### src/logic/fbf_pkg.sv
// Functional notes
// - One byte-wide data port register lets the host write bytes into and read bytes out of a 64-byte first-in first-out store.
// - The store is the parallel/serial conversion point for every bit stream that the transmitter sends and the receiver collects.
// - Writing 1 to bit 7 of the level register empties the store at once and clears the overrun error, and the bit reads as 0.
// - A six-bit threshold in bits 5..0 resets to 08h and sets the level for both the near-full and near-empty indications.
// - The near-full flag is 1 exactly when 64 minus the stored count is at most the threshold.
// - The near-empty flag is 1 exactly when the stored count is at most the threshold.
// - Writing 1 to bit 7 of the control register halts the timer at once, and the bit reads as 0.
// - Writing 1 to bit 6 of the control register starts the timer at once, and the bit reads as 0.
// - Bits 2..0 of the control register report the valid bits of the last received byte, 000b meaning all eight.
// - Writing 1 to bit 7 of the bit-framing register starts transmission only while the send-and-receive command is active.
// - Bits 6..4 of the bit-framing register place the first received bit; later bits follow and wrap into bit 0 of the next byte.
// - Bits 2..0 of the bit-framing register set how many bits of the final byte are sent, 000b meaning the whole byte.
package fbf_pkg;

  // ----------------------------------------
  // Register offsets
  // ----------------------------------------
  localparam logic [5:0] ADDR_DATA_PORT = 6'h09;
  localparam logic [5:0] ADDR_FILL_LEVEL = 6'h0a;
  localparam logic [5:0] ADDR_WARN_THRESH = 6'h0b;
  localparam logic [5:0] ADDR_MISC_CTRL = 6'h0c;
  localparam logic [5:0] ADDR_BIT_FRAME = 6'h0d;

  // ----------------------------------------
  // Field positions
  // ----------------------------------------
  localparam int CLEAR_STROBE_BIT = 7;
  localparam int TIMER_STOP_BIT = 7;
  localparam int TIMER_START_BIT = 6;
  localparam int TX_GO_BIT = 7;
  localparam int RX_ALIGN_LSB = 4;
  localparam int TX_LAST_LSB = 0;

  // ----------------------------------------
  // Reset values and depths
  // ----------------------------------------
  localparam logic [5:0] WARN_THRESH_RESET = 6'h08;
  localparam logic [7:0] MISC_CTRL_FIXED = 8'h10;
  localparam logic [2:0] ALIGN_RESET = 3'h0;
  localparam logic [2:0] TX_LAST_RESET = 3'h0;
  localparam int STORE_DEPTH_DEF = 64;
  localparam int STAGE_DEPTH_DEF = 16;

  // ----------------------------------------
  // Transmit serialiser states
  // ----------------------------------------
  typedef enum logic [1:0] {
    TX_IDLE,
    TX_LOAD,
    TX_SHIFT
  } fbf_tx_state_e;

endpackage

### src/logic/fbf_fifo.sv
`timescale 1ns/10ps
module fbf_fifo #(
  parameter int WIDTH = 8,
  parameter int DEPTH = 16
) (
  input wire logic clk_i,
  input wire logic reset_i,
  input wire logic flush_i,
  input wire logic in_valid_i,
  input wire logic [WIDTH-1:0] in_data_i,
  output logic in_ready_o,
  output logic out_valid_o,
  output logic [WIDTH-1:0] out_data_o,
  input wire logic out_ready_i,
  output logic [$clog2(DEPTH):0] level_o
);

  localparam int AW = $clog2(DEPTH);

  // ----------------------------------------
  // Elaboration check
  // ----------------------------------------
  if (DEPTH < 2 || (1 << AW) != DEPTH) begin : g_depth_chk
    $error("fbf_fifo depth must be a power of two of at least 2");
  end

  logic [WIDTH-1:0] mem [DEPTH];
  logic [AW-1:0] wr_q, wr_d, rd_q, rd_d;
  logic [AW:0] lvl_q, lvl_d;
  logic push, pop;

  // Handshake terms
  assign in_ready_o = (lvl_q != (AW+1)'(DEPTH)) ? 1'b1 : 1'b0;
  assign out_valid_o = (lvl_q != '0);
  assign out_data_o = mem[rd_q];
  assign level_o = lvl_q;
  assign push = in_valid_i & in_ready_o;
  assign pop = out_valid_o & out_ready_i;

  // Pointer and level update, flush wins
  always_comb begin
    wr_d = wr_q;
    rd_d = rd_q;
    lvl_d = lvl_q;
    if (flush_i) begin
      wr_d = '0;
      rd_d = '0;
      lvl_d = '0;
    end else begin
      if (push) begin
        wr_d = wr_q + AW'(1);
      end
      if (pop) begin
        rd_d = rd_q + AW'(1);
      end
      lvl_d = lvl_q + (AW+1)'(push) - (AW+1)'(pop);
    end
  end

  // Registers
  always_ff @(posedge clk_i) begin
    if (reset_i) begin
      wr_q <= '0;
      rd_q <= '0;
      lvl_q <= '0;
    end else begin
      wr_q <= wr_d;
      rd_q <= rd_d;
      lvl_q <= lvl_d;
    end
  end

  // Storage array, no reset needed
  always_ff @(posedge clk_i) begin
    if (push && !flush_i) begin
      mem[wr_q] <= in_data_i;
    end
  end

endmodule

### src/logic/fbf_frame_ctrl.sv
`timescale 1ns/10ps
module fbf_frame_ctrl #(
  parameter int STORE_DEPTH = fbf_pkg::STORE_DEPTH_DEF,
  parameter int STAGE_DEPTH = fbf_pkg::STAGE_DEPTH_DEF
) (
  input wire logic clk_i,
  input wire logic reset_i,
  input wire logic [5:0] reg_addr_i,
  input wire logic reg_wr_i,
  input wire logic reg_rd_i,
  input wire logic [7:0] reg_wdata_i,
  output logic [7:0] reg_rdata_o,
  output logic reg_rvalid_o,
  input wire logic transceive_active_i,
  output logic tx_bit_o,
  output logic tx_bit_valid_o,
  output logic tx_bit_last_o,
  input wire logic tx_bit_ready_i,
  input wire logic rx_bit_i,
  input wire logic rx_bit_valid_i,
  input wire logic rx_frame_end_i,
  output logic rx_bit_ready_o,
  output logic timer_stop_strobe_o,
  output logic timer_start_strobe_o,
  output logic queue_overrun_error_o,
  output logic near_full_flag_o,
  output logic near_empty_flag_o
);

  localparam int LW = $clog2(STORE_DEPTH) + 1;
  localparam int SW = $clog2(STAGE_DEPTH) + 1;

  // ----------------------------------------
  // Elaboration check
  // ----------------------------------------
  if (STORE_DEPTH > 64 || STAGE_DEPTH < 2) begin : g_param_chk
    $error("fbf_frame_ctrl store depth above 64 or stage depth below 2");
  end

  // ----------------------------------------
  // Register decode
  // ----------------------------------------
  logic wr_data, rd_data, wr_level, wr_thresh, wr_ctrl, wr_frame;
  assign wr_data = reg_wr_i && reg_addr_i == fbf_pkg::ADDR_DATA_PORT;
  assign rd_data = reg_rd_i && reg_addr_i == fbf_pkg::ADDR_DATA_PORT;
  assign wr_level = reg_wr_i && reg_addr_i == fbf_pkg::ADDR_FILL_LEVEL;
  assign wr_thresh = reg_wr_i && reg_addr_i == fbf_pkg::ADDR_WARN_THRESH;
  assign wr_ctrl = reg_wr_i && reg_addr_i == fbf_pkg::ADDR_MISC_CTRL;
  assign wr_frame = reg_wr_i && reg_addr_i == fbf_pkg::ADDR_BIT_FRAME;

  logic clear_now;
  assign clear_now = wr_level && reg_wdata_i[fbf_pkg::CLEAR_STROBE_BIT];

  // ----------------------------------------
  // Byte store and receive staging queue
  // ----------------------------------------
  logic st_in_valid, st_in_ready, st_out_valid, st_out_ready;
  logic [7:0] st_in_data, st_out_data;
  logic [LW-1:0] st_level;
  logic sg_in_valid, sg_in_ready, sg_out_valid, sg_out_ready;
  logic [7:0] sg_in_data, sg_out_data;
  logic [SW-1:0] sg_level;
  logic tx_pop;

  // Host write has priority; received bytes drain when the port is idle
  assign st_in_valid = wr_data | (sg_out_valid & ~wr_data);
  assign st_in_data = wr_data ? reg_wdata_i : sg_out_data;
  assign sg_out_ready = ~wr_data & st_in_ready;
  assign st_out_ready = rd_data | tx_pop;

  fbf_fifo #(.WIDTH(8), .DEPTH(STORE_DEPTH)) u_store (
    .clk_i(clk_i),
    .reset_i(reset_i),
    .flush_i(clear_now),
    .in_valid_i(st_in_valid),
    .in_data_i(st_in_data),
    .in_ready_o(st_in_ready),
    .out_valid_o(st_out_valid),
    .out_data_o(st_out_data),
    .out_ready_i(st_out_ready),
    .level_o(st_level)
  );

  fbf_fifo #(.WIDTH(8), .DEPTH(STAGE_DEPTH)) u_stage (
    .clk_i(clk_i),
    .reset_i(reset_i),
    .flush_i(clear_now),
    .in_valid_i(sg_in_valid),
    .in_data_i(sg_in_data),
    .in_ready_o(sg_in_ready),
    .out_valid_o(sg_out_valid),
    .out_data_o(sg_out_data),
    .out_ready_i(sg_out_ready),
    .level_o(sg_level)
  );

  // ----------------------------------------
  // Control registers and flags
  // ----------------------------------------
  logic [5:0] thresh_q, thresh_d;
  logic [2:0] align_q, align_d, txlast_q, txlast_d;
  logic ovf_q, ovf_d, nfull_q, nfull_d, nempty_q, nempty_d;
  logic stop_q, stop_d, start_q, start_d, go_q, go_d;
  logic [7:0] lvl8, free8;

  assign lvl8 = 8'(st_level);
  assign free8 = 8'(STORE_DEPTH) - lvl8;

  // Next values of control fields, strobes and flags
  always_comb begin
    thresh_d = wr_thresh ? reg_wdata_i[5:0] : thresh_q;
    align_d = wr_frame ? reg_wdata_i[fbf_pkg::RX_ALIGN_LSB +: 3] : align_q;
    txlast_d = wr_frame ? reg_wdata_i[fbf_pkg::TX_LAST_LSB +: 3] : txlast_q;
    stop_d = wr_ctrl && reg_wdata_i[fbf_pkg::TIMER_STOP_BIT];
    start_d = wr_ctrl && reg_wdata_i[fbf_pkg::TIMER_START_BIT];
    go_d = wr_frame && reg_wdata_i[fbf_pkg::TX_GO_BIT] && transceive_active_i;
    ovf_d = ovf_q;
    if (clear_now) begin
      ovf_d = 1'b0;
    end
    if (wr_data && !st_in_ready) begin
      ovf_d = 1'b1;
    end
    nfull_d = free8 <= {2'h0, thresh_q};
    nempty_d = lvl8 <= {2'h0, thresh_q};
  end

  // Registers of the control group
  always_ff @(posedge clk_i) begin
    if (reset_i) begin
      thresh_q <= fbf_pkg::WARN_THRESH_RESET;
      align_q <= fbf_pkg::ALIGN_RESET;
      txlast_q <= fbf_pkg::TX_LAST_RESET;
      stop_q <= 1'b0;
      start_q <= 1'b0;
      go_q <= 1'b0;
      ovf_q <= 1'b0;
      nfull_q <= 1'b0;
      nempty_q <= 1'b1;
    end else begin
      thresh_q <= thresh_d;
      align_q <= align_d;
      txlast_q <= txlast_d;
      stop_q <= stop_d;
      start_q <= start_d;
      go_q <= go_d;
      ovf_q <= ovf_d;
      nfull_q <= nfull_d;
      nempty_q <= nempty_d;
    end
  end

  assign timer_stop_strobe_o = stop_q;
  assign timer_start_strobe_o = start_q;
  assign queue_overrun_error_o = ovf_q;
  assign near_full_flag_o = nfull_q;
  assign near_empty_flag_o = nempty_q;

  // ----------------------------------------
  // Transmit serialiser
  // ----------------------------------------
  fbf_pkg::fbf_tx_state_e tx_st_q, tx_st_d;
  logic [7:0] sh_q, sh_d;
  logic [3:0] left_q, left_d;
  logic lastbyte_q, lastbyte_d, txv_q, txv_d, txl_q, txl_d;

  // Pop a byte, shift it out LSB first, trim the final byte
  always_comb begin
    tx_st_d = tx_st_q;
    sh_d = sh_q;
    left_d = left_q;
    lastbyte_d = lastbyte_q;
    txv_d = txv_q;
    txl_d = txl_q;
    tx_pop = 1'b0;
    unique case (tx_st_q)
      fbf_pkg::TX_IDLE: begin
        if (go_q) begin
          tx_st_d = fbf_pkg::TX_LOAD;
        end
      end
      fbf_pkg::TX_LOAD: begin
        if (!st_out_valid) begin
          tx_st_d = fbf_pkg::TX_IDLE;
        end else if (!rd_data) begin
          tx_pop = 1'b1;
          sh_d = st_out_data;
          lastbyte_d = st_level == LW'(1);
          left_d = (lastbyte_d && txlast_q != 3'h0) ? {1'b0, txlast_q} : 4'h8;
          txv_d = 1'b1;
          txl_d = lastbyte_d && left_d == 4'h1;
          tx_st_d = fbf_pkg::TX_SHIFT;
        end
      end
      fbf_pkg::TX_SHIFT: begin
        if (tx_bit_ready_i) begin
          sh_d = {1'b0, sh_q[7:1]};
          left_d = left_q - 4'h1;
          txl_d = lastbyte_q && left_d == 4'h1;
          if (left_q == 4'h1) begin
            txv_d = 1'b0;
            txl_d = 1'b0;
            tx_st_d = fbf_pkg::TX_LOAD;
          end
        end
      end
      // Unused state code falls back to idle
      default: begin
        tx_st_d = fbf_pkg::TX_IDLE;
      end
    endcase
  end

  // Registers of the transmit group
  always_ff @(posedge clk_i) begin
    if (reset_i) begin
      tx_st_q <= fbf_pkg::TX_IDLE;
      sh_q <= 8'h00;
      left_q <= 4'h0;
      lastbyte_q <= 1'b0;
      txv_q <= 1'b0;
      txl_q <= 1'b0;
    end else begin
      tx_st_q <= tx_st_d;
      sh_q <= sh_d;
      left_q <= left_d;
      lastbyte_q <= lastbyte_d;
      txv_q <= txv_d;
      txl_q <= txl_d;
    end
  end

  assign tx_bit_o = sh_q[0];
  assign tx_bit_valid_o = txv_q;
  assign tx_bit_last_o = txl_q;

  // ----------------------------------------
  // Receive assembler
  // ----------------------------------------
  logic [7:0] acc_q, acc_d, acc_w;
  logic [2:0] pos_q, pos_d, bpos, rxlast_q, rxlast_d;
  logic act_q, act_d, have_q, have_d, rdy_q, rdy_d;

  // Place bits from the chosen start position and push whole bytes
  always_comb begin
    bpos = act_q ? pos_q : align_q;
    acc_w = act_q ? acc_q : 8'h00;
    acc_d = acc_q;
    pos_d = pos_q;
    have_d = have_q;
    act_d = act_q;
    rxlast_d = rxlast_q;
    sg_in_valid = 1'b0;
    if (rx_bit_valid_i) begin
      acc_w[bpos] = rx_bit_i;
      act_d = 1'b1;
      if (bpos == 3'h7) begin
        sg_in_valid = 1'b1;
        acc_d = 8'h00;
        pos_d = 3'h0;
        have_d = 1'b0;
      end else begin
        acc_d = acc_w;
        pos_d = bpos + 3'h1;
        have_d = 1'b1;
      end
    end
    if (rx_frame_end_i) begin
      if (have_d && act_d) begin
        sg_in_valid = 1'b1;
      end
      rxlast_d = have_d ? pos_d : 3'h0;
      act_d = 1'b0;
      have_d = 1'b0;
      acc_d = 8'h00;
      pos_d = 3'h0;
    end
    rdy_d = sg_level < SW'(STAGE_DEPTH - 1);
  end

  assign sg_in_data = acc_w;

  // Registers of the receive group
  always_ff @(posedge clk_i) begin
    if (reset_i) begin
      acc_q <= 8'h00;
      pos_q <= 3'h0;
      act_q <= 1'b0;
      have_q <= 1'b0;
      rxlast_q <= 3'h0;
      rdy_q <= 1'b0;
    end else begin
      acc_q <= acc_d;
      pos_q <= pos_d;
      act_q <= act_d;
      have_q <= have_d;
      rxlast_q <= rxlast_d;
      rdy_q <= rdy_d;
    end
  end

  assign rx_bit_ready_o = rdy_q;

  // ----------------------------------------
  // Read data path
  // ----------------------------------------
  logic [7:0] rdata_q, rdata_d;
  logic rvalid_q, rvalid_d;

  // Strobe bits read as zero; unmapped offsets read zero
  always_comb begin
    rvalid_d = reg_rd_i;
    rdata_d = 8'h00;
    if (reg_rd_i) begin
      unique case (reg_addr_i)
        fbf_pkg::ADDR_DATA_PORT: rdata_d = st_out_valid ? st_out_data : 8'h00;
        fbf_pkg::ADDR_FILL_LEVEL: rdata_d = {1'b0, 7'(st_level)};
        fbf_pkg::ADDR_WARN_THRESH: rdata_d = {2'h0, thresh_q};
        fbf_pkg::ADDR_MISC_CTRL: rdata_d = fbf_pkg::MISC_CTRL_FIXED | {5'h00, rxlast_q};
        fbf_pkg::ADDR_BIT_FRAME: rdata_d = {1'b0, align_q, 1'b0, txlast_q};
        default: rdata_d = 8'h00;
      endcase
    end
  end

  // Registers of the read path
  always_ff @(posedge clk_i) begin
    if (reset_i) begin
      rdata_q <= 8'h00;
      rvalid_q <= 1'b0;
    end else begin
      rdata_q <= rdata_d;
      rvalid_q <= rvalid_d;
    end
  end

  assign reg_rdata_o = rdata_q;
  assign reg_rvalid_o = rvalid_q;

  // ----------------------------------------
  // Assertions
  // ----------------------------------------
  property p_overrun_set;
    @(posedge clk_i) disable iff (reset_i) (wr_data && !st_in_ready) |=> ovf_q;
  endproperty
  a_overrun_set: assert property (p_overrun_set) else $error("overrun flag not set");

  property p_overrun_keep_level;
    @(posedge clk_i) disable iff (reset_i)
      (wr_data && !st_in_ready && !st_out_ready && !clear_now) |=> st_level == $past(st_level);
  endproperty
  a_overrun_keep_level: assert property (p_overrun_keep_level) else $error("count moved on drop");

  property p_clear_empties;
    @(posedge clk_i) disable iff (reset_i) clear_now |=> (st_level == '0 && !ovf_q) || wr_data;
  endproperty
  a_clear_empties: assert property (p_clear_empties) else $error("clear left data");

  property p_count_up;
    @(posedge clk_i) disable iff (reset_i)
      (wr_data && st_in_ready && !st_out_ready && !clear_now) |=> st_level == $past(st_level) + LW'(1);
  endproperty
  a_count_up: assert property (p_count_up) else $error("count did not rise");

  property p_near_full;
    @(posedge clk_i) disable iff (reset_i) ##1 nfull_q == ($past(free8) <= {2'h0, $past(thresh_q)});
  endproperty
  a_near_full: assert property (p_near_full) else $error("near-full flag wrong");

  property p_near_empty;
    @(posedge clk_i) disable iff (reset_i) ##1 nempty_q == ($past(lvl8) <= {2'h0, $past(thresh_q)});
  endproperty
  a_near_empty: assert property (p_near_empty) else $error("near-empty flag wrong");

  property p_stop_pulse;
    @(posedge clk_i) disable iff (reset_i)
      (wr_ctrl && reg_wdata_i[fbf_pkg::TIMER_STOP_BIT]) |=> stop_q ##1 (!stop_q || $past(wr_ctrl));
  endproperty
  a_stop_pulse: assert property (p_stop_pulse) else $error("stop strobe wrong");

  property p_start_pulse;
    @(posedge clk_i) disable iff (reset_i) start_q |-> $past(wr_ctrl && reg_wdata_i[fbf_pkg::TIMER_START_BIT]);
  endproperty
  a_start_pulse: assert property (p_start_pulse) else $error("start strobe without write");

  property p_go_gated;
    @(posedge clk_i) disable iff (reset_i) (wr_frame && !transceive_active_i) |=> !go_q;
  endproperty
  a_go_gated: assert property (p_go_gated) else $error("send started outside transceive");

  property p_go_starts;
    @(posedge clk_i) disable iff (reset_i)
      (go_q && tx_st_q == fbf_pkg::TX_IDLE && st_out_valid) |-> ##[1:3] tx_bit_valid_o;
  endproperty
  a_go_starts: assert property (p_go_starts) else $error("send did not begin");

  property p_ctrl_read;
    @(posedge clk_i) disable iff (reset_i)
      (reg_rd_i && reg_addr_i == fbf_pkg::ADDR_MISC_CTRL) |=> reg_rdata_o[7:6] == 2'h0 && reg_rdata_o[2:0] == rxlast_q;
  endproperty
  a_ctrl_read: assert property (p_ctrl_read) else $error("control read wrong");

  property p_align_first;
    @(posedge clk_i) disable iff (reset_i)
      (!act_q && rx_bit_valid_i && !rx_frame_end_i && align_q != 3'h7) |=> pos_q == $past(align_q) + 3'h1;
  endproperty
  a_align_first: assert property (p_align_first) else $error("first bit misplaced");

  property p_tx_trim;
    @(posedge clk_i) disable iff (reset_i)
      (tx_pop && st_level == LW'(1) && txlast_q != 3'h0) |=> left_q == {1'b0, $past(txlast_q)};
  endproperty
  a_tx_trim: assert property (p_tx_trim) else $error("final byte length wrong");

endmodule

### config.mk
export PLATFORM = sky130hd
export DESIGN_NAME = fbf_frame_ctrl
export DESIGN_NICKNAME = d
export VERILOG_FILES = /design/src/logic/fbf_pkg.sv /design/src/logic/fbf_fifo.sv /design/src/logic/fbf_frame_ctrl.sv
export SDC_FILE = /design/constraint.sdc
export NUM_CORES = 1
export LEC_CHECK = 0
export BUFFER_PORTS_ARGS = -buffer_cell sky130_fd_sc_hd__buf_2
export CORE_ASPECT_RATIO = 1.2
export CORE_MARGIN = 2
export CORE_UTILIZATION = 50
export CTS_CLUSTER_DIAMETER = 40
export DETAILED_ROUTE_END_ITERATION = 12
export PLACE_DENSITY = 0.66
export SYNTH_ARGS = -nofsm -noshare
export SYNTH_HDL_FRONTEND = slang
export SYNTH_SLANG_ARGS = --single-unit
### constraint.sdc
create_clock -name clk_i -period 5.5 [get_ports clk_i]
set_input_delay 0.825 -clock clk_i [delete_from_list [all_inputs] [get_ports clk_i]]
set_output_delay 0.825 -clock clk_i [all_outputs]
set_load 0.005 [all_outputs]
### Word-level counts from Yosys, hierarchy flattened

Memory sizes are Yosys's and may differ from the RTL's. A register that Yosys moved wholly into a read port is not among the register bits.
Index checks and enable logic that the tools add are counted.

* bits in registers: 93
* bits in latches: 0
* bits in writable memories: 640
* bits in read-only memories: 0
* word-level logic and storage cells: 172
* memories: 2

Memories
* u_store.mem: words 64, bits a word 8, read ports 1, clocked after Yosys merged registers in 1, write ports 1, line fbf_fifo.sv:27 `logic [WIDTH-1:0] mem [DEPTH];`
* u_stage.mem: words 16, bits a word 8, read ports 1, clocked after Yosys merged registers in 1, write ports 1, line fbf_fifo.sv:27

* add/subtract/negate cells: 11
* $mul: 0
* divide/modulo/power cells: 0
* order comparisons: 5
* equality and inequality tests: 20
* shift operators: 0
* muxes and demuxes: 60
* bitwise logic cells: 11
* reduce and logical (&&, ||, !) cells: 34

Operators with widths (count)
* $mux 8: 8
* $pmux 8 s5: 1
* $eq 6x4->1 const B: 5
* $mux 1: 27
* $mux 4: 6
* $logic_and 1x1->1: 19
* $pmux 8 s2: 1
* $add 6x1->6 const B: 2
* $eq 4x1->1 const B: 3
* $mux 3: 4
* $mux 6: 2
* $mux 2: 5
* $ne 2x2->1 const B: 5
* $add 4x1->4 const B: 2
* $bwmux 8: 1
* $le 8x6->1: 1
* $pmux 4 s2: 1
* $reduce_and 4->1: 2
* $sub 7x7->8 const A: 1
* $add 7x1->7: 1
* $eq 7x1->1 const B: 1
* $le 7x6->1: 1
* $ne 7x7->1 const B: 1
* $reduce_bool 7->1: 1
* other kinds (27): 40

### Longest topological paths before layout

Gate-level depths: netlist (run 1).

* depth after elaboration: 11
* depth in mapped cells: 16

### By module

From an unflattened synthesis (run 1), not the netlist that was laid out.

* cell total of the unflattened synthesis: 1759
* area total of the unflattened synthesis: 30182.7 µm²

By module, submodules not included
* fbf_fifo (u_store): instances 1, cells each 1033, area each 20955.1 µm², seq. area each 15875.2 µm²
* fbf_fifo (u_stage): instances 1, cells each 311, area each 5790.6 µm², seq. area each 4184.0 µm²
* fbf_frame_ctrl: instances 1, cells each 415, area each 3437.0 µm², seq. area each 1221.2 µm²

### Worst setup path after synthesis (run 1)

No wires, ideal clock.

* kind: input -> register
* start point: input reg_addr_i[2]
* end point: register u_store.lvl_q[6], in the netlist u_store.level_o[6]
* library setup time: 0.078 ns
* data arrival time: 3.315 ns
* required time: 5.422 ns
* setup slack: 2.107 ns
* stages: 13
* buffers on the path: 0
* path through: nor4b_4 > nand3_1 > a21oi_1 > ha_1 > inv_1 > ha_1 > fa_1 > nor2b_1 > o21a_1 > o21bai_1 > a21oi_1 > o21a_1 > nor3_1

* word-level cells in the longest chain between the ends: 8

Ends and longest elaborated chain
* start, declared: line fbf_frame_ctrl.sv:8 `input wire logic [5:0] reg_addr_i,`
* $eq 6x4->1: line fbf_frame_ctrl.sv:44, fbf_frame_ctrl.sv:45
* $logic_and 1x1->1 (on tied branches): line fbf_frame_ctrl.sv:44, fbf_frame_ctrl.sv:45
* $not 1->1 / $mux 1 (equally long branches): line fbf_frame_ctrl.sv:66, fbf_frame_ctrl.sv:185
* $and 1x1->1 / $mux 1 (equally long branches): line fbf_frame_ctrl.sv:66, fbf_frame_ctrl.sv:183
* $or 1x1->1 / $mux 1 (equally long branches): line fbf_frame_ctrl.sv:66, fbf_frame_ctrl.sv:176
* $and 1x1->1 / $or 1x1->1 (equally long branches): line fbf_fifo.sv:37, fbf_frame_ctrl.sv:69
* $add 7x1->7 / $and 1x1->1 (equally long branches): line fbf_fifo.sv:56, fbf_fifo.sv:38
* $sub 7x1->7: line fbf_fifo.sv:56 `lvl_d = lvl_q + (AW+1)'(push) - (AW+1)'(pop);`
* end signal, assigned: line fbf_fifo.sv:69 `lvl_q <= lvl_d;`
* end, declared: line fbf_fifo.sv:29 `logic [AW:0] lvl_q, lvl_d;`

Parallel ways exist; a longest one is shown, timed or not.
A chain may end at the register's enable or synchronous reset.

==> out/qor.yml, run 1 <==
fp.dieW_um: 228.8
netlist_top_cells_count: "640 x edfxtp_1, 161 x nor2_1, 155 x mux4_2"
start_util: 0.5076
tns_ns: 0
grt_pass1_wl_um: 104900
dr_wl_met2_um: 34560
drv_slew: 0
grt_overflow: 0
yosysWarningCount: 0
tightest_slew_ns: 1.334
hold_viol: 0
synth_top_area_frac: 0.6341
period_needed_ns: 3.663
diodes: 0
sequentialPowerShare: 0.459
postCtsSetupBuffers: 0
cts_buffers: 87
slowest_stage: "dfxtp_4"
cts_tree: "built"
wl_met1_um: 28150
core_area_sq_um: 59710
drcViolationCount: 0
post_cts_resized: 0
status: "completed"
yosys.cell_types.count: 70
ctsHoldBuffers: 0
cts_sinks: 743
ant_nets: 0
grt_max_degree: 69
leakagePower_nw: 11.01
pwr-share-clk: 0.393
path_clk_slew_ns: 0.06
setup_viol: 0
fmax_mhz: 273.0
swShare: 0.2722
power.switching_mw: 4.205
synth_edf_count: 640
wl_um: 70210
synthArstFlopShare: 0
crit_path_end_kind: "flip-flop"
clockRootBuffer: "clkbuf_16"
ios: 41
synthCells: 1781
worstPathRequired_ns: 5.97
final_layout_size_suffix_gt1_frac: 0.2089
first_pass_iters: 6
worstPathMaxFanout: 48
yosysTopAreaCell: "edfxtp_1"
crit_type: "reg2reg"
nFillCells: 4502
dp_hpwl_um: 43570
fin_hold_ws_ns: 0.4405
gp_congestion: 0.8449
antenna_found_initial: 0
dieArea_sq_um: 62610
final.setup_skew_ns: 0.02681
maxCapViolations: 0
start_kind: "flip-flop"
fp-row-count: 98
synth.ff_latch_count: 743
cp_num_buf_inv: 1
synth_flop_cell: "edfxtp_1"
max_stage_delay_ns: 0.90
relSlewSlack: 0.1104
syn_nets: 1851
synth.avg_cell_area_sq_um: 17.02
numPortBuffers: 40
ir_drop_v: 0.0003056
wire_per_inst_um: 25.86
rsz0062_at_grt: "false"
path_cells: "buf_4 -> mux4_2 -> nor2b_1 -> a211oi_1 -> nor4_1 -> a31oi_1 -> a2111oi_1"
combPwrFrac: 0.148
clk-insertion-delay-late_ns: 0.65
hold_path.class: "in2reg"
clockBufferDepth: 3
drt_iter0_markers: 1618
layout_worst_path_cycle_share: 0.6660
grt_pass1_vias: 16260
die_h_um: 273.7
vias_per_cell: 5.996
crit_family: "compound AO/OA/AOI/OAI gates"
p_int_mw: 11.24
route.met3.wl_um: 4435
ys_top_cells_by_area: "edfxtp_1 63%, mux4_2 12%, dfxtp_1 6.8%"
syn2layout_area_growth_pct: 13.24
synth_area_sq_um: 30310
num_vias: 16280
track_usage: 0.2266
routed.top_layer: "met4"
cts_htree_levels: 3
seq_area_frac_synth: 0.7021
final_nets: 1915
power_density_nw_per_um2: 450.0
cp_data_arrival_time_ns: 4.13
yosysMostFrequentCell: "edfxtp_1"
==> area by class of cell <==
cell class | count | area [sq um] | share of cell area
inverter | 48 | 180.2 | 0.005249
sequential | 743 | 21290 | 0.6204
timing repair buffer | 65 | 400.4 | 0.01167
clock buffer | 94 | 2203 | 0.06420
multi-input combinational | 900 | 8361 | 0.2436
tap | 800 | 1001 | 0.02916
clock inverter | 65 | 884.6 | 0.02577
==> kinds of logic (layout without fill, tap and decap cells) <==
family          after synthesis  in the layout  share of synthesized area
buf+inv                     138            272                    0.02382
flops                       743            743                     0.7021
mux                         215            215                     0.1390
compound gates              172            172                    0.03823
fa+ha+maj                    47             47                    0.01990
xor+xnor                     26             26                   0.007513
simple gates                440            440                    0.06948
==> power groups by stage <==
| stage | clock [mW] | combinational, mW | sequential, mW |
|---|---|---|---|
| final | 6.07 | 2.28 | 7.09 |
| after global routing | 6.38 | 2.49 | 7.12 |
| after CTS | 6.15 | 2.32 | 7.09 |
| after detailed placement | 0 | 2.32 | 7.21 |
| after global placement | 0 | 2.28 | 7.21 |
| after floorplan | 0 | 1.46 | 7.09 |
==> sequential cells by signal (all words and copies together), names as in the netlist, 2 cells and up, named ones only <==
| register | flops |
|---|---|
| left_q | 4 |
| u_stage.mem | 128 |
| u_store.mem | 512 |
| u_stage.rd_q | 4 |
| txlast_q | 3 |
| u_stage.wr_q | 4 |
| u_store.rd_q | 6 |
| reg_rdata_o | 8 |
| thresh_q | 6 |
| acc_q | 8 |
| u_store.wr_q | 6 |
| u_store.level_o | 7 |
| sh_q | 8 |
| pos_q | 3 |
| align_q | 3 |
| rxlast_q | 3 |
| u_stage.level_o | 5 |
| tx_st_q | 2 |
==> worst reg2reg max path: cells and delay by family, from the launching register on <==
kind / cells / cell delay (ns)
DFF: 1 / 0.90
buffers and inverters: 1 / 0.49
and+or+nand+nor: 2 / 0.32
AOI/OAI and AO/OA: 3 / 1.22
muxes: 1 / 0.56
==> final timing paths <==
check        slack (ns)                        end                          start  cells past startpoint
max                1.84       sh_q[4]$_SDFFE_PP0P_                      flip-flop                      7
min                0.44            go_q$_SDFF_PP0_            transceive_active_i                      3
max reg2reg        1.84       sh_q[4]$_SDFFE_PP0P_                      flip-flop                      7
min reg2reg        0.48  rx_bit_ready_o$_SDFF_PP0_  u_stage.level_o[4]$_SDFF_PP0_                      1
==> layout by cell type, fill, tap and decap left out, drive strengths merged, types with 6 or more instances in the layout <==
master     n
a2111oi    6
inv       72
nand3b     6
xor2      15
clkbuf    94
and2      21
ha        45
nor2     161
clkinv    24
a31oi      9
o22ai     32
edfxtp   640
nor2b     20
xnor2     11
nand3     45
a311oi     6
bufinv    13
nand4     12
o21ai     18
dfxtp    103
nand2b    12
nand2     94
mux4     162
mux2i     48
a211oi    15
nor3      29
buf       65
and3      12
a21oi     46
a22oi      7
==> layer usage <==
layer  up-vias  track usage
met5         -            0
met4         0       0.1072
met3       142      0.03646
met2       626       0.3686
met1      8341       0.3020
li1       7170            -
==> per-stage QoR <==
step / cells / area, sq um / power, mW / util / worst slack (ns)
3_5_place_dp: 2556 / 31230 / 9.530 / 0.5230 / 1.462
6_report: 2715 / 34320 / 15.45 / 0.5748 / 1.837
4_1_cts: 2715 / 34320 / 15.57 / 0.5747 / 1.844
5_1_grt: 2715 / 34320 / 15.99 / 0.5748 / 1.603
3_3_place_gp: 2556 / 31230 / 9.486 / 0.5230 / 1.551
2_1_floorplan: 1781 / 30310 / 8.552 / - / 2.107
Power figures use the tool's default switching activity.
==> inputs of run 2 (changes only) <==
--- a/config.mk
+++ b/config.mk
@@ -11,7 +11,7 @@
 export CORE_UTILIZATION = 50
 export CTS_CLUSTER_DIAMETER = 40
 export DETAILED_ROUTE_END_ITERATION = 12
-export PLACE_DENSITY = 0.66
+export PLACE_DENSITY = 0.68
 export SYNTH_ARGS = -nofsm -noshare
 export SYNTH_HDL_FRONTEND = slang
 export SYNTH_SLANG_ARGS = --single-unit
==> constraint.sdc (replaced) <==
create_clock -name clk_i -period 3 [get_ports clk_i]
set_input_delay 0.45 -clock clk_i [delete_from_list [all_inputs] [get_ports clk_i]]
set_output_delay 0.45 -clock clk_i [all_outputs]
set_load 0.005 [all_outputs]
==> out/qor.yml, run 2 (synthesis results as in run 1) <==
ir_drop_v: 0.0005702
layout_worst_path_cycle_share: 0.9522
final.setup_skew_ns: 0.03385
crit_type: "reg2reg"
grt_pass1_vias: 16860
wire_per_inst_um: 24.77
tightest_slew_ns: 1.317
rr_worst_depth: 9
die_h_um: 273.7
cts_buffers: 83
cts_htree_levels: 3
dp_hpwl_um: 45550
min_to: "go_q$_SDFF_PP0_"
vias_per_cell: 5.918
ant_nets: 0
rsz0062_at_grt: "true"
core_area_sq_um: 59710
final_common_cell: "edfxtp_1"
period_needed_ns: 2.857
status: "completed"
place_ws_ns: -0.05751
combPwrFrac: 0.171
cts_sinks: 743
fp.dieW_um: 228.8
diodes: 0
grt_max_degree: 65
clockBufferDepth: 3
p_int_mw: 20.49
mostFrequentLayoutCells: "640 x edfxtp_1, 156 x nor2_1, 155 x mux4_2"
num_vias: 16710
start_util: 0.5076
crit_path_end_kind: "flip-flop"
placedCellCount: 2670
maxCapViolations: 0
power_density_nw_per_um2: 795.3
track_usage: 0.2256
fin_ws_ns: 0.1434
pwr-share-clk: 0.371
fmax_mhz: 350.1
regMostFlops: "u_store.mem"
numPortBuffers: 40
fp-row-count: 98
reg2reg_setup_slack_ns: 0.14
largest_register_ffs: 512
setup_viol: 0
worstPathRequired_ns: 3.26
crit-reg2reg-launch: "act_q$_SDFF_PP0_"
postCtsSetupBuffers: 0
rr_endpoint: "u_stage.mem[7][6]$_DFFE_PP_"
min_delay_path_depth: 3
grt_pass1_wl_um: 105400
final_layout_size_suffix_gt1_frac: 0.2549
first_pass_iters: 6
ios: 41
sequentialPowerShare: 0.458
min-delay-start: "transceive_active_i"
leakagePower_nw: 11.52
final_cells: 2824
clockRootBuffer: "clkbuf_16"
syn2layout_area_growth_pct: 16.08
drv_slew: 0
gp_congestion: 0.8860
worstPathMaxFanout: 8
ctsHoldBuffers: 0
dieArea_sq_um: 62610
path_clk_slew_ns: 0.06
cp_data_arrival_time_ns: 3.11
start_kind: "flip-flop"
final_nets: 2025
relSlewSlack: 0.1218
drcViolationCount: 0
power.switching_mw: 7.498
utilization: 0.5892
finalPower_mw: 27.98
cts_tree: "built"
clk-insertion-delay-late_ns: 0.64
antenna_found_initial: 0
drt_iter0_markers: 1617
wl_um: 69940
swShare: 0.2680
hold_path.class: "in2reg"
hold_viol: 0
largestRegisters: "u_store.mem: 512 flops, u_stage.mem: 128 flops"
grt_overflow: 0
==> run 2: worst max-delay path by stage <==
stage | start | endpoint | depth (start not counted)
2_1_floorplan | flip-flop | u_store.mem[0][0]$_DFFE_PP_ | 6
3_3_place_gp | reg_addr_i[2] | u_store.level_o[6]$_SDFF_PP0_ | 14
3_5_place_dp | reg_addr_i[2] | u_store.level_o[6]$_SDFF_PP0_ | 14
4_1_cts | act_q$_SDFF_PP0_ | u_stage.mem[8][3]$_DFFE_PP_ | 9
5_1_grt | act_q$_SDFF_PP0_ | u_stage.mem[6][2]$_DFFE_PP_ | 9
6_report | act_q$_SDFF_PP0_ | u_stage.mem[7][6]$_DFFE_PP_ | 9
==> run 2: per-layer routing <==
metal	wire length, um	part of all wire	global-route usage
met1	27430	0.39	0.2882
met2	35550	0.51	0.3870
met3	4112	0.059	0.03063
met4	2845	0.041	0.1023
met5	0	0	0
==> run 2: through the flow <==
| step | TNS, ns | area (sq um) | hold slack, ns |
|---|---|---|---|
| 3_5_place_dp | -0.7383 | 32280 | 0.4717 |
| 3_3_place_gp | -0.03838 | 32280 | 0.4612 |
| 5_1_grt | -3.093 | 35180 | 0.06600 |
| 2_1_floorplan | 0 | 30310 | 0.4257 |
| 6_report | 0 | 35180 | 0.06729 |
| 4_1_cts | 0 | 35130 | 0.02943 |
==> run 2: layout make-up <==
class	count	area [sq um]
inverter	48	180.2
fill	4351	24530
sequential	743	21290
multi-input combinational	900	8382
timing repair buffer	179	1481
tap	800	1001
clock inverter	56	618.1
clock buffer	98	2228
==> run 2: power by group through the flow <==
stage,registers [mW],logic [mW],clock network (mW)
2_1_floorplan,13.0,2.68,0
3_3_place_gp,13.0,4.68,0
3_5_place_dp,13.0,4.76,0
4_1_cts,12.8,4.78,10.5
5_1_grt,12.8,5.20,10.9
6_report,12.8,4.79,10.4
==> run 2: worst max-delay path, cell delays in order, from the launching register on <==
cell      delay [ns]
dfxtp_2         0.40
mux2i_1         0.11
inv_1           0.14
ha_1            0.17
ha_1            0.18
a21oi_1         0.10
a311oi_2        0.26
and2_1          0.28
nand2_1         0.20
nor2_1          0.63
==> run 2: timing repair <==
item | 4_1_cts | 5_1_grt
endpoints found under the setup margin | 0 | 112
gates resized for setup | 0 | 14
hold endpoints to repair | 0 | 0
